File: src/slc_pkg.sv
/*
  Constants for the sleep mode controller: register map, field layout,
  mode encodings and wake timing.
  Assumes a 200 MHz peripheral clock and a 32-bit AXI4-Lite register bus.
*/
package slc_pkg;

    // ------------------------------------------------------------
    // register map
    // ------------------------------------------------------------
    localparam logic [7:0]  SLC_SLEEP_CONTROL_OFS = 8'h00;
    localparam logic [7:0]  SLC_STATUS_OFS        = 8'h04;
    localparam logic [7:0]  SLC_WAKE_ENABLE_OFS   = 8'h08;
    localparam logic [7:0]  SLC_RUN_STANDBY_OFS   = 8'h0C;
    localparam logic [7:0]  SLC_SLEEP_CONTROL_RST = 8'h00;
    localparam logic [8:0]  SLC_WAKE_ENABLE_RST   = 9'h000;
    localparam logic [3:0]  SLC_RUN_STANDBY_RST   = 4'h0;

    // ------------------------------------------------------------
    // field positions
    // ------------------------------------------------------------
    localparam int SLC_SEN_BIT      = 0;
    localparam int SLC_SLEEP_MODE_SELECT_LSB    = 1;
    localparam int SLC_SLEEP_MODE_SELECT_MSB    = 2;
    localparam int SLC_CTRL_MSB     = 2;

    // run_in_standby bits
    localparam int SLC_RS_RTC       = 0;
    localparam int SLC_RS_ADC       = 1;
    localparam int SLC_RS_UART      = 2;
    localparam int SLC_RS_MAINOSC   = 3;

    // wake source indices
    localparam int SLC_WK_PIN       = 0;
    localparam int SLC_WK_TWI       = 1;
    localparam int SLC_WK_PIT       = 2;
    localparam int SLC_WK_UART      = 3;
    localparam int SLC_WK_ADC       = 4;
    localparam int SLC_WK_RTC       = 5;
    localparam int SLC_WK_TIMER_B   = 6;
    localparam int SLC_WK_OTHER     = 7;
    localparam int SLC_WK_SPARE     = 8;
    localparam int SLC_WK_N         = 9;

    // ------------------------------------------------------------
    // modes and states
    // ------------------------------------------------------------
    localparam logic [1:0]  SLC_MODE_IDLE     = 2'h0;
    localparam logic [1:0]  SLC_MODE_STANDBY  = 2'h1;
    localparam logic [1:0]  SLC_MODE_POWER_DOWN_MODE    = 2'h2;
    localparam logic [1:0]  SLC_BOD_WAIT_MODE = 2'h3;

    typedef enum logic [1:0] {
        SLC_ACTIVE,
        SLC_ASLEEP,
        SLC_WAKING
    } slc_state_t;

    // ------------------------------------------------------------
    // timing
    // ------------------------------------------------------------
    localparam int          SLC_WAKE_CYCLES = 6;
    localparam logic [2:0]  SLC_WAKE_CNT    = 3'(SLC_WAKE_CYCLES - 1);

    localparam logic [1:0]  SLC_RESP_OKAY   = 2'h0;
    localparam logic [1:0]  SLC_RESP_SLVERR = 2'h2;

endpackage : slc_pkg

File: src/slc_sleep_controller.sv
/*
  Sleep mode controller: active, idle, standby and power-down sequencing,
  clock domain gating, wake source selection and wake delay.
  Assumes the cpu pulses sleep_instr when it runs the sleep instruction,
  oscillator start-up is reported by osc_ready and the clock controller
  honours the gate outputs. aresetn covers every device reset source.
*/
// Overview of operation
// [RL1] sleep needs enable, mode and sleep instruction
// [RL2] sleep halts cpu, gates mode's clock domains
// [RL3] permitted interrupt wakes, cpu resumes after sleep
// [RL4] any reset returns controller to active
// [RL5] debug break forces wake without interrupt
// [RL6] no enabled interrupt means sleep until reset
// [RL7] idle stops cpu clock only, all sources wake
// [RL8] standby peripherals follow their run_in_standby
// [RL9] standby wake: pin, twi, timer_b, gated others
// [RL10] power down keeps only watchdog and pit
// [RL11] power down wake: pin change, twi match
// [RL12] standby clocks kept only with run_in_standby; code keeps pit and watchdog clocks on regardless
// [RL13] resume six cycles after wake plus osc start
// [RL14] idle adds no oscillator start-up time
// [RL15] power down: only ulp and rtc clock optional
// [RL16] bod mode 0x3 waits for detector ready
// [RL17] control register holds mode and enable
// [RL18] mode codes: idle, standby, power down, reserved
// [RL19] software sets enable before sleep instruction
// [RL20] reserved mode sleep request is a no-op
`timescale 1ns/10ps
`default_nettype none

module slc_sleep_controller
    import slc_pkg::*;
(
    // clock and reset
    input  wire logic                 aclk,
    input  wire logic                 aresetn,
    input  wire logic                 clk_en,
    // axi4-lite write
    input  wire logic [7:0]           s_axi_awaddr,
    input  wire logic                 s_axi_awvalid,
    output logic                      s_axi_awready,
    input  wire logic [31:0]          s_axi_wdata,
    input  wire logic [3:0]           s_axi_wstrb,
    input  wire logic                 s_axi_wvalid,
    output logic                      s_axi_wready,
    output logic [1:0]                s_axi_bresp,
    output logic                      s_axi_bvalid,
    input  wire logic                 s_axi_bready,
    // axi4-lite read
    input  wire logic [7:0]           s_axi_araddr,
    input  wire logic                 s_axi_arvalid,
    output logic                      s_axi_arready,
    output logic [31:0]               s_axi_rdata,
    output logic [1:0]                s_axi_rresp,
    output logic                      s_axi_rvalid,
    input  wire logic                 s_axi_rready,
    // cpu and debug
    input  wire logic                 sleep_instr,
    input  wire logic                 debug_break,
    output logic                      cpu_halt,
    output logic                      cpu_resume,
    // wake sources and system status
    input  wire logic [SLC_WK_N-1:0]  irq_pending,
    input  wire logic                 osc_ready,
    input  wire logic [1:0]           bod_active_mode_field,
    input  wire logic                 bod_ready,
    input  wire logic                 bod_uses_ulp,
    input  wire logic                 watchdog_uses_ulp,
    // clock gates, high means running; sleep_mode reports the sleep mode
    output logic                      cpu_clk_on,
    output logic                      per_clk_on,
    output logic                      rtc_clk_on,
    output logic                      adc_clk_on,
    output logic                      pit_clk_on,
    output logic                      watchdog_clk_on,
    output logic                      main_osc_on,
    output logic                      rtc_osc_on,
    output logic                      ulp_osc_on,
    output logic                      uart_on,
    output logic [1:0]                sleep_mode
);

    // ------------------------------------------------------------
    // registers
    // ------------------------------------------------------------
    logic [SLC_CTRL_MSB:0]  sleep_control_reg;
    logic [SLC_WK_N-1:0]    wake_enable_reg;
    logic [3:0]             run_in_standby_reg;
    logic [1:0]             mode_reg;
    logic [2:0]             wait_cnt_reg;
    logic                   need_osc_reg;
    slc_state_t             state_reg;

    logic                   aw_hold_reg;
    logic                   w_hold_reg;
    logic [7:0]             awaddr_reg;
    logic [31:0]            wdata_reg;
    logic                   wstrb0_reg;

    logic [1:0]             sleep_mode_select;
    logic                   sleep_ok;
    logic [SLC_WK_N-1:0]    allowed;
    logic                   wake_evt;
    logic                   osc_ok;
    logic                   bod_ok;
    logic                   wr_fire;

    assign sleep_mode_select = sleep_control_reg[SLC_SLEEP_MODE_SELECT_MSB:SLC_SLEEP_MODE_SELECT_LSB];

    // ------------------------------------------------------------
    // axi4-lite slave
    // ------------------------------------------------------------
    assign s_axi_awready = !aw_hold_reg && !s_axi_bvalid;
    assign s_axi_wready  = !w_hold_reg && !s_axi_bvalid;
    assign s_axi_arready = !s_axi_rvalid;
    assign wr_fire       = aw_hold_reg && w_hold_reg && !s_axi_bvalid;

    always_ff @(posedge aclk)
    begin
        if (!aresetn)
        begin
            aw_hold_reg  <= 1'b0;
            w_hold_reg   <= 1'b0;
            awaddr_reg   <= 8'h00;
            wdata_reg    <= 32'h00000000;
            wstrb0_reg   <= 1'b0;
            s_axi_bvalid <= 1'b0;
            s_axi_bresp  <= SLC_RESP_OKAY;
        end
        else if (clk_en)
        begin
            if (s_axi_awvalid && s_axi_awready)
            begin
                aw_hold_reg <= 1'b1;
                awaddr_reg  <= s_axi_awaddr;
            end
            if (s_axi_wvalid && s_axi_wready)
            begin
                w_hold_reg <= 1'b1;
                wdata_reg  <= s_axi_wdata;
                wstrb0_reg <= s_axi_wstrb[0] | s_axi_wstrb[1];
            end
            if (wr_fire)
            begin
                aw_hold_reg  <= 1'b0;
                w_hold_reg   <= 1'b0;
                s_axi_bvalid <= 1'b1;
                s_axi_bresp  <= (awaddr_reg[7:2] <= SLC_RUN_STANDBY_OFS[7:2])
                                ? SLC_RESP_OKAY : SLC_RESP_SLVERR;
            end
            else if (s_axi_bvalid && s_axi_bready)
                s_axi_bvalid <= 1'b0;
        end
    end

    // register writes; lane 0 or lane 1 enables a write to any register
    always_ff @(posedge aclk)
    begin
        if (!aresetn)
        begin
            sleep_control_reg  <= SLC_SLEEP_CONTROL_RST[SLC_CTRL_MSB:0]; // RL4
            wake_enable_reg    <= SLC_WAKE_ENABLE_RST;
            run_in_standby_reg <= SLC_RUN_STANDBY_RST;
        end
        else if (clk_en && wr_fire && wstrb0_reg)
        begin
            unique case (awaddr_reg)
                SLC_SLEEP_CONTROL_OFS: sleep_control_reg  <= wdata_reg[SLC_CTRL_MSB:0]; // RL17
                SLC_WAKE_ENABLE_OFS:   wake_enable_reg    <= wdata_reg[SLC_WK_N-1:0];
                SLC_RUN_STANDBY_OFS:   run_in_standby_reg <= wdata_reg[3:0];
                default: ;
            endcase
        end
    end

    always_ff @(posedge aclk)
    begin
        if (!aresetn)
        begin
            s_axi_rvalid <= 1'b0;
            s_axi_rdata  <= 32'h00000000;
            s_axi_rresp  <= SLC_RESP_OKAY;
        end
        else if (clk_en)
        begin
            if (s_axi_arvalid && s_axi_arready)
            begin
                s_axi_rvalid <= 1'b1;
                s_axi_rresp  <= SLC_RESP_OKAY;
                unique case (s_axi_araddr)
                    SLC_SLEEP_CONTROL_OFS: s_axi_rdata <= {29'h0, sleep_control_reg};
                    SLC_STATUS_OFS:        s_axi_rdata <= {28'h0, mode_reg, state_reg};
                    SLC_WAKE_ENABLE_OFS:   s_axi_rdata <= {23'h0, wake_enable_reg};
                    SLC_RUN_STANDBY_OFS:   s_axi_rdata <= {28'h0, run_in_standby_reg};
                    default:
                    begin
                        s_axi_rdata <= 32'h00000000;
                        s_axi_rresp <= SLC_RESP_SLVERR;
                    end
                endcase
            end
            else if (s_axi_rvalid && s_axi_rready)
                s_axi_rvalid <= 1'b0;
        end
    end

    // ------------------------------------------------------------
    // wake source selection
    // ------------------------------------------------------------
    always_comb
    begin
        allowed = '0;
        unique case (mode_reg)
            SLC_MODE_IDLE: allowed = '1; // RL7
            SLC_MODE_STANDBY:
            begin
                allowed[SLC_WK_PIN]     = 1'b1; // RL9
                allowed[SLC_WK_TWI]     = 1'b1;
                allowed[SLC_WK_PIT]     = 1'b1;
                allowed[SLC_WK_TIMER_B] = 1'b1;
                allowed[SLC_WK_UART]    = run_in_standby_reg[SLC_RS_UART];
                allowed[SLC_WK_ADC]     = run_in_standby_reg[SLC_RS_ADC];
                allowed[SLC_WK_RTC]     = run_in_standby_reg[SLC_RS_RTC];
            end
            SLC_MODE_POWER_DOWN_MODE:
            begin
                allowed[SLC_WK_PIN] = 1'b1; // RL11
                allowed[SLC_WK_TWI] = 1'b1;
                allowed[SLC_WK_PIT] = 1'b1;
            end
            default: allowed = '0;
        endcase
    end

    // with no enabled source only reset or a debug break ends sleep
    assign wake_evt = |(irq_pending & wake_enable_reg & allowed) || debug_break; // RL3 RL5 RL6

    // the main oscillator runs through idle, so only deeper modes wait on it
    assign osc_ok = !need_osc_reg || osc_ready; // RL14
    assign bod_ok = (bod_active_mode_field != SLC_BOD_WAIT_MODE) || bod_ready; // RL16

    // sleep_enable_bit must be set by software before the instruction
    assign sleep_ok = sleep_instr && sleep_control_reg[SLC_SEN_BIT]
                      && (sleep_mode_select != SLC_BOD_WAIT_MODE); // RL1 RL19 RL20

    // ------------------------------------------------------------
    // sleep sequencer
    // ------------------------------------------------------------
    always_ff @(posedge aclk)
    begin
        if (!aresetn)
        begin
            state_reg    <= SLC_ACTIVE; // RL4
            mode_reg     <= SLC_MODE_IDLE;
            wait_cnt_reg <= 3'h0;
            need_osc_reg <= 1'b0;
            cpu_resume   <= 1'b0;
        end
        else if (clk_en)
        begin
            cpu_resume <= 1'b0;
            unique case (state_reg)
                SLC_ACTIVE:
                    if (sleep_ok)
                    begin
                        state_reg <= SLC_ASLEEP; // RL1
                        mode_reg  <= sleep_mode_select; // RL18
                        need_osc_reg <= (sleep_mode_select == SLC_MODE_POWER_DOWN_MODE) ||
                                        !run_in_standby_reg[SLC_RS_MAINOSC];
                    end
                SLC_ASLEEP:
                    if (wake_evt)
                    begin
                        state_reg    <= SLC_WAKING;
                        wait_cnt_reg <= SLC_WAKE_CNT; // RL13
                        if (mode_reg == SLC_MODE_IDLE)
                            need_osc_reg <= 1'b0;
                    end
                SLC_WAKING:
                    if (wait_cnt_reg != 3'h0)
                        wait_cnt_reg <= wait_cnt_reg - 3'h1;
                    else if (osc_ok && bod_ok)
                    begin
                        state_reg  <= SLC_ACTIVE; // RL13 RL16
                        cpu_resume <= 1'b1; // RL3
                    end
                default: state_reg <= SLC_ACTIVE;
            endcase
        end
    end

    // ------------------------------------------------------------
    // clock domain gating
    // ------------------------------------------------------------
    logic asleep;
    logic sb;
    logic pd;

    assign asleep = (state_reg != SLC_ACTIVE);
    assign sb     = asleep && (mode_reg == SLC_MODE_STANDBY);
    assign pd     = asleep && (mode_reg == SLC_MODE_POWER_DOWN_MODE);

    // waking keeps the main oscillator requested so the delay can run
    always_ff @(posedge aclk)
    begin
        if (!aresetn)
        begin
            cpu_halt        <= 1'b0;
            cpu_clk_on      <= 1'b1;
            per_clk_on      <= 1'b1;
            rtc_clk_on      <= 1'b1;
            adc_clk_on      <= 1'b1;
            pit_clk_on      <= 1'b1;
            watchdog_clk_on <= 1'b1;
            main_osc_on     <= 1'b1;
            rtc_osc_on      <= 1'b1;
            ulp_osc_on      <= 1'b1;
            uart_on         <= 1'b1;
            sleep_mode      <= SLC_MODE_IDLE;
        end
        else if (clk_en)
        begin
            cpu_halt        <= asleep; // RL2
            cpu_clk_on      <= !asleep; // RL7
            per_clk_on      <= !(sb || pd); // RL8 RL10
            rtc_clk_on      <= !pd && (!sb || run_in_standby_reg[SLC_RS_RTC]); // RL12
            adc_clk_on      <= !pd && (!sb || run_in_standby_reg[SLC_RS_ADC]); // RL12
            uart_on         <= !pd && (!sb || run_in_standby_reg[SLC_RS_UART]); // RL8
            pit_clk_on      <= 1'b1; // RL10
            watchdog_clk_on <= 1'b1; // RL10
            main_osc_on     <= (state_reg == SLC_WAKING) ||
                               (!pd && (!sb || run_in_standby_reg[SLC_RS_MAINOSC])); // RL12
            rtc_osc_on      <= !pd ? (!sb || run_in_standby_reg[SLC_RS_RTC])
                                   : (bod_uses_ulp || watchdog_uses_ulp); // RL15
            ulp_osc_on      <= !pd || bod_uses_ulp || watchdog_uses_ulp; // RL15
            sleep_mode      <= mode_reg;
        end
    end

    // ------------------------------------------------------------
    // checks
    // ------------------------------------------------------------
    chk_sleep_needs_enable: assert property (@(posedge aclk) disable iff (!aresetn) // RL1
        (state_reg == SLC_ACTIVE && clk_en && !sleep_ok) |=> state_reg == SLC_ACTIVE)
        else $error("sleep entered without enable");

    chk_reserved_noop: assert property (@(posedge aclk) disable iff (!aresetn) // RL20
        (state_reg == SLC_ACTIVE && sleep_mode_select == SLC_BOD_WAIT_MODE) |=> state_reg == SLC_ACTIVE)
        else $error("reserved mode entered sleep");

    chk_halt_follows: assert property (@(posedge aclk) disable iff (!aresetn) // RL2
        (clk_en && asleep) |=> cpu_halt && !cpu_clk_on)
        else $error("cpu not halted in sleep");

    chk_wake_delay: assert property (@(posedge aclk) disable iff (!aresetn) // RL13
        (clk_en && state_reg == SLC_ASLEEP && wake_evt) |=> !cpu_resume [*6])
        else $error("resume before six cycles");

    chk_idle_resume: assert property (@(posedge aclk) disable iff (!aresetn) // RL14
        (state_reg == SLC_ASLEEP && mode_reg == SLC_MODE_IDLE && wake_evt && clk_en
         && bod_active_mode_field != SLC_BOD_WAIT_MODE) ##1 clk_en [*6] |=> cpu_resume)
        else $error("idle wake not six cycles");

    chk_power_down_mode_sources: assert property (@(posedge aclk) disable iff (!aresetn) // RL11
        (clk_en && state_reg == SLC_ASLEEP && mode_reg == SLC_MODE_POWER_DOWN_MODE && !debug_break
         && !(|(irq_pending & wake_enable_reg & 9'h007))) |=> state_reg == SLC_ASLEEP)
        else $error("power down woke on bad source");

    chk_debug_wake: assert property (@(posedge aclk) disable iff (!aresetn) // RL5
        (clk_en && state_reg == SLC_ASLEEP && debug_break) |=> state_reg == SLC_WAKING)
        else $error("debug break did not wake");

    chk_bod_wait: assert property (@(posedge aclk) disable iff (!aresetn) // RL16
        (clk_en && bod_active_mode_field == SLC_BOD_WAIT_MODE && !bod_ready) |=> !cpu_resume)
        else $error("resume before bod ready");

    chk_power_down_mode_gates: assert property (@(posedge aclk) disable iff (!aresetn) // RL10
        (clk_en && pd) |=> !per_clk_on && !adc_clk_on && pit_clk_on && watchdog_clk_on)
        else $error("power down gating wrong");

endmodule : slc_sleep_controller

`default_nettype wire

File: config.mk
export PLATFORM = sky130hd
export DESIGN_NAME = slc_sleep_controller
export DESIGN_NICKNAME = d
export VERILOG_FILES = /design/src/slc_pkg.sv /design/src/slc_sleep_controller.sv
export SDC_FILE = /design/constraint.sdc
export NUM_CORES = 1
export LEC_CHECK = 0
export CORE_UTILIZATION = 35
export DETAILED_ROUTE_END_ITERATION = 7
export DONT_BUFFER_PORTS = 1
export HOLD_SLACK_MARGIN = 0.08
export PLACE_DENSITY = 0.56
export RECOVER_POWER = 100
export SYNTH_ARGS = -nofsm -noshare
export SYNTH_HDL_FRONTEND = slang
export SYNTH_SLANG_ARGS = --single-unit
export TNS_END_PERCENT = 1
File: constraint.sdc
create_clock -name aclk -period 1.95 [get_ports aclk]
set_clock_uncertainty 0.2 [all_clocks]
set_input_delay 0.39 -clock aclk [delete_from_list [all_inputs] [get_ports aclk]]
set_output_delay 0.39 -clock aclk [all_outputs]
set_load 0.02 [all_outputs]
==> Yosys cells after proc, flatten, opt, wreduce, memory -nomap -nowiden <==
Cells that the tools add are included.
{ "totals": {"reg_bits": 94, "rom_bits": 0, "wordCells": 154, "out_inout_bits": 55, "mem_bits_rw": 0, "in_bits": 77, "mem_count": 0, "latchBits": 0} }
{ "op_classes": {"n_eq_ne": 18, "n_mul": 0, "div": 0, "reduce_logical": 73, "n_addsub": 1, "n_mux": 30, "bitwise_logic": 3, "n_lt_le_gt_ge": 1, "shifts": 0} }
{ "op_table": {"columns": ["cell", "count"], "rows": [
  ["9-bit case mux with 4 select lines", 1],
  ["8-bit by 4-bit equality test with 1-bit output (second input constant)", 4],
  ["2-bit AND reduction", 11],
  ["1-bit logical AND", 20],
  ["9-bit AND", 2],
  ["8-bit logical NOT", 2],
  ["2-bit inequality test (second input constant)", 8],
  ["1-bit 2-to-1 mux", 15],
  ["2-bit 2-to-1 mux", 7],
  ["2-bit nonzero test", 7],
  ["1-bit logical OR", 13],
  ["1-bit logical NOT", 10],
  ["5-bit AND reduction", 2],
  ["3-bit 2-to-1 mux", 3],
  ["9-bit OR reduction", 1],
  ["8-bit by 3-bit equality test with 1-bit output (second input constant)", 1],
  ["4-bit case mux with 2 select lines", 1],
  ["2-bit equality test (second input constant)", 3],
  ["6-bit by 2-bit less-or-equal comparator with 1-bit output (second input constant)", 1],
  ["2-bit case mux with 3 select lines", 1],
  ["3-bit case mux with 2 select lines", 1],
  ["2-bit by 1-bit equality test with 1-bit output (second input constant)", 2],
  ["2-bit logical NOT", 2],
  ["4-bit AND reduction", 1],
  ["other kinds (7)", 7]
]} }

==> Depth between registers and ports, before layout <==
{ "logic_depth": {"depth_word": 8, "mapped_depth": 8, "depth_no_buf": 6} }

==> Worst setup path before layout <==
OpenSTA, ideal clock, no wires.
{ "synth_path": {"kind": "register -> register", "start": "register s_axi_bvalid", "end": "register wake_enable_reg[0]", "path_buffers": 2, "synth_period_minus_slack_ps": 1904, "t_required_ps": 1622, "setup_ps": 128, "stages_incl_launch_ff": 8, "arrival_ps": 1577, "path_slack_ps": 46, "path_cell_list": "dfxtp_1 > and4b_1 > and4_1 > buf_2 > nand3b_1 > buf_4 > mux2i_1 > nor2_1"} }
{ "synth_via": {"elab_chain_cells": 5} }
{ "synth_lines": {"columns": ["element", "line", "rtl"], "rows": [
  ["from (decl)", "slc_sleep_controller.sv:48", "output logic s_axi_bvalid,"],
  ["from (signal assigned)", "slc_sleep_controller.sv:128", "s_axi_bvalid <= 1'b0;"],
  ["from (signal assigned)", "slc_sleep_controller.sv:148", "s_axi_bvalid <= 1'b1;"],
  ["from (signal assigned)", "slc_sleep_controller.sv:153", "s_axi_bvalid <= 1'b0;"],
  ["1-bit logical NOT", "slc_sleep_controller.sv:117", "assign wr_fire = aw_hold_reg && w_hold_reg && !s_axi_bvalid;"],
  ["1-bit logical AND", "slc_sleep_controller.sv:117", null],
  ["1-bit logical AND (2 in series)", "slc_sleep_controller.sv:166", "else if (clk_en && wr_fire && wstrb0_reg)"],
  ["2-bit AND reduction (no line)", null, null],
  ["to (signal assigned)", "slc_sleep_controller.sv:170", "SLC_WAKE_ENABLE_OFS: wake_enable_reg <= wdata_reg[SLC_WK_N-1:0];"],
  ["to (decl)", "slc_sleep_controller.sv:88", "logic [SLC_WK_N-1:0] wake_enable_reg;"]
]} }
Every way passes these cells.
A chain may end at the register's enable or synchronous reset.

==> Worst setup path after layout <==
{ "layout_path": {"start": "register wait_cnt_reg[0]", "end": "register state_reg[1]"} }
{ "layout_via": {"elab_chain_cells": 3} }
{ "layout_lines": {"columns": ["element", "line", "rtl"], "rows": [
  ["from (decl)", "slc_sleep_controller.sv:91", "logic [2:0] wait_cnt_reg;"],
  ["from (signal assigned)", "slc_sleep_controller.sv:282", "wait_cnt_reg <= wait_cnt_reg - 3'h1;"],
  ["3-bit nonzero test", "slc_sleep_controller.sv:281", "if (wait_cnt_reg != 3'h0)"],
  ["2-bit inequality test (no line)", null, null],
  ["5-bit AND reduction (no line)", null, null],
  ["to (signal assigned)", "slc_sleep_controller.sv:275", "state_reg <= SLC_WAKING;"],
  ["to (signal assigned)", "slc_sleep_controller.sv:285", "state_reg <= SLC_ACTIVE;"],
  ["to (signal assigned)", "slc_sleep_controller.sv:288", "default: state_reg <= SLC_ACTIVE;"],
  ["to (decl)", "slc_sleep_controller.sv:93", "slc_state_t state_reg;"]
]} }
Every way passes these cells.

==> results_dict.tcl <==
set metrics [dict create \
    clockBufferDepth 2 \
    async_flop_share_pct 0 \
    peakVddDrop_mv 0.4420 \
    fin_crit_sh_pct 95.10 \
    max_clock_freq_mhz 539.2 \
    grt_pass1_wl_um 12480 \
    power.density_nw_per_um2 783.7 \
    cts_root_buf "clkbuf_8" \
    critPathMaxStageDelay_ns 0.37 \
    track_usage_pct 16.62 \
    crit_required_ns 1.98 \
    ant_nets 0 \
    dr.pass1.iters 4 \
    cp.arrival_ns 1.89 \
    cts_made_buffers 9 \
    final_nets 482 \
    critPathSlowestCell "or3b_1" \
    clkLatencyLatePin_ns 0.34 \
    finalPower_mw 2.967 \
    yosys_register_bits 69 \
    yosys_warnings 0 \
    num_io_pins 132 \
    route.detailed.drc 0 \
    die_h_um 96.82 \
    dp_slack_ns -0.1615 \
    area_delta_synth_final_pct 20.32 \
    finalSetupTns_ns 0 \
    path_max_fanout 3 \
    holdWs_ns 0.09668 \
    path_clk_slew_ns 0.07 \
    rows 34 \
    status "finished, final reports clean" \
    synth_compound_area_share_pct 13.84 \
    synthXorXnorAreaFrac_pct 0 \
    start_kind "flip-flop" \
    fin_crit_ns 1.855 \
    finalWorstSetupSlack_ns 0.09548 \
    tightest_slew_ns 0.6105 \
    max_slew_margin_pct 59.17 \
    clock_sinks 69 \
    synth_top_family_by_area "simple AND/OR/NAND/NOR gates" \
    p_leak_nw 1.560 \
    drv_cap 0 \
    portBuffers 0 \
    grt.overflow.total 0 \
    drive_gt1_share_pct 12.53 \
    wire_per_inst_um 14.86 \
    path_cells "inv_1 > ha_1 > nand3_1 > o31ai_4 > or3b_1 > a32o_1" \
    wl_um 7652 \
    synth_simple_gate_area_share_pct 20.24 \
    grt_max_degree 53 \
    drtIter0Drc 128 \
    num_vias 2605 \
    start_util_pct 36.08 \
    grt_pass1_vias 2568 \
    end_kind "flip-flop" \
    core_um2 8721 \
    synth_area_per_cell_um2 8.717 \
    dp_hpwl_um 5489 \
    ys_dominant_reg_cell "dfxtp_1" \
    synth.distinct_cells 47 \
    synth_fa_ha_area_share_pct 0.7952 \
    n_antenna_cell 0 \
    ys_seq_area_share_pct 43.90 \
    n_fill_cell 917 \
    synth_edf_count 0 \
    finalSetupViolCount 0 \
    die_area_um2 9374 \
    hp-class "in -> reg" \
    hold_viol 0 \
    antenna_found_initial 0 \
    syn_inst 361 \
    worstSetupPathType "reg -> reg" \
    synth_area_um2 3147 \
    h-tree-depth 3 \
    cts_tree "yes" \
    viasPerCell 5.058 \
    drv_slew 0 \
    synth_mux_area_share_pct 10.42 \
    gp_congestion 0.7870 \
    rsz0062_at_grt "yes" \
    die_w_um 96.82 \
]
## layout make-up
type	count	area [um2]	share of cell area [%]
repair buffers	52	452.9	11.96
well taps	108	135.1	3.569
clock inverters	6	88.84	2.346
clock buffers	9	123.9	3.272
multi-input cells	258	1551	40.98
inverters	13	48.80	1.289
flip-flops and latches	69	1385	36.58
## per-layer routing
layer	vias up	GRT usage (%)	wire (um)
met3	10	4.913	437
met2	91	27.79	3734
li1	1285	-	-
met1	1219	20.01	3368
met5	-	0	0
met4	0	6.429	112
## worst paths after layout
kind	slack (ns)	cells after the start	endpoint	from
setup / recovery	0.1	6	state_reg[1]	wait_cnt_reg[0]
hold / removal	0.1	3	ulp_osc_on	watchdog_uses_ulp
setup reg to reg	0.1	6	state_reg[1]	wait_cnt_reg[0]
hold reg to reg	0.26	2	wdata_reg[6]	wdata_reg[6]
## power breakdown
group	total [mW]	switching [mW]	internal, mW
Clock	1.26	0.549	0.713
Sequential	1.47	0.0324	1.44
Combinational	0.233	0.147	0.0866
## critical path: cells and delay by family, from the launching register on
| family | cells | cell delay (ns) |
|---|---|---|
| compound gates | 2 | 0.45 |
| buf+inv | 1 | 0.08 |
| fa+ha+maj | 1 | 0.17 |
| simple gates | 2 | 0.53 |
| flops | 1 | 0.33 |
## through the flow
stage / util (%) / std cells / cell area, um2
after floorplan: - / 386 / 3241
after global placement: 37.98 / 474 / 3312
after detailed placement: 37.98 / 474 / 3312
after CTS: 43.52 / 516 / 3795
after global routing: 43.41 / 515 / 3786
final: 43.41 / 515 / 3786
## synth_stat cells (2+ instances only)
| master | instances | area (um2) |
|---|---|---|
| dfxtp_1 | 69 | 1381 |
| nor2_1 | 51 | 191.4 |
| nand2_1 | 37 | 138.9 |
| buf_4 | 29 | 217.7 |
| mux2i_1 | 26 | 260.3 |
| a21oi_1 | 20 | 100.1 |
| inv_1 | 13 | 48.80 |
| clkbuf_1 | 12 | 45.04 |
| nand3_1 | 12 | 60.06 |
| a22oi_1 | 11 | 82.58 |
| o21ai_0 | 9 | 45.04 |
| nand2b_1 | 5 | 31.28 |
| nor3_1 | 5 | 25.02 |
| nor4_1 | 4 | 25.02 |
| a31oi_1 | 3 | 18.77 |
| buf_1 | 3 | 11.26 |
| mux4_2 | 3 | 67.56 |
| nand3b_1 | 3 | 22.52 |
| nor4b_1 | 3 | 26.28 |
| o211ai_1 | 3 | 22.52 |
| o22ai_1 | 3 | 18.77 |
| a211o_1 | 2 | 17.52 |
| a211oi_1 | 2 | 15.01 |
| a32o_1 | 2 | 20.02 |
| and2b_1 | 2 | 15.01 |
| and3_1 | 2 | 12.51 |
| and4b_1 | 2 | 20.02 |
| buf_2 | 2 | 10.01 |
| conb_1 | 2 | 7.510 |
| ha_1 | 2 | 25.02 |
| o211a_1 | 2 | 20.02 |
| or2_2 | 2 | 12.51 |
## cell usage in the layout (no fill, tap or decap), drive strengths merged, types with 3 or more instances in the layout
cell type,synthesis,routed
buf,34,22
nand3,13,13
mux4,3,3
nor2,51,51
inv,13,13
conb,2,27
o21ai,9,9
nand2,37,37
a31oi,3,3
nand3b,3,3
mux2i,26,26
nand2b,5,5
nor4,4,4
dlygate4sd3,0,26
a22oi,11,11
o22ai,3,3
nor4b,3,3
clkbuf,12,13
o211ai,3,3
nor3,5,5
a21oi,20,20
dfxtp,69,69
## cells by family (layout without fill, tap and decap cells)
group / Yosys count / after routing
buf+inv: 59 / 80
compound gates: 65 / 65
simple gates: 135 / 135
mux: 29 / 29
other cells: 2 / 27
fa+ha+maj: 2 / 2
flops: 69 / 69
## timing repair
item                                   4_1_cts  5_1_grt
hold buffers                                27        0
gates resized for setup                      1       11
pin swaps                                    0        2
setup endpoints to repair                    5        9
endpoints found under the hold margin       38        0
setup buffers                                0        0
Note: power is estimated with default switching activity, not from simulation.
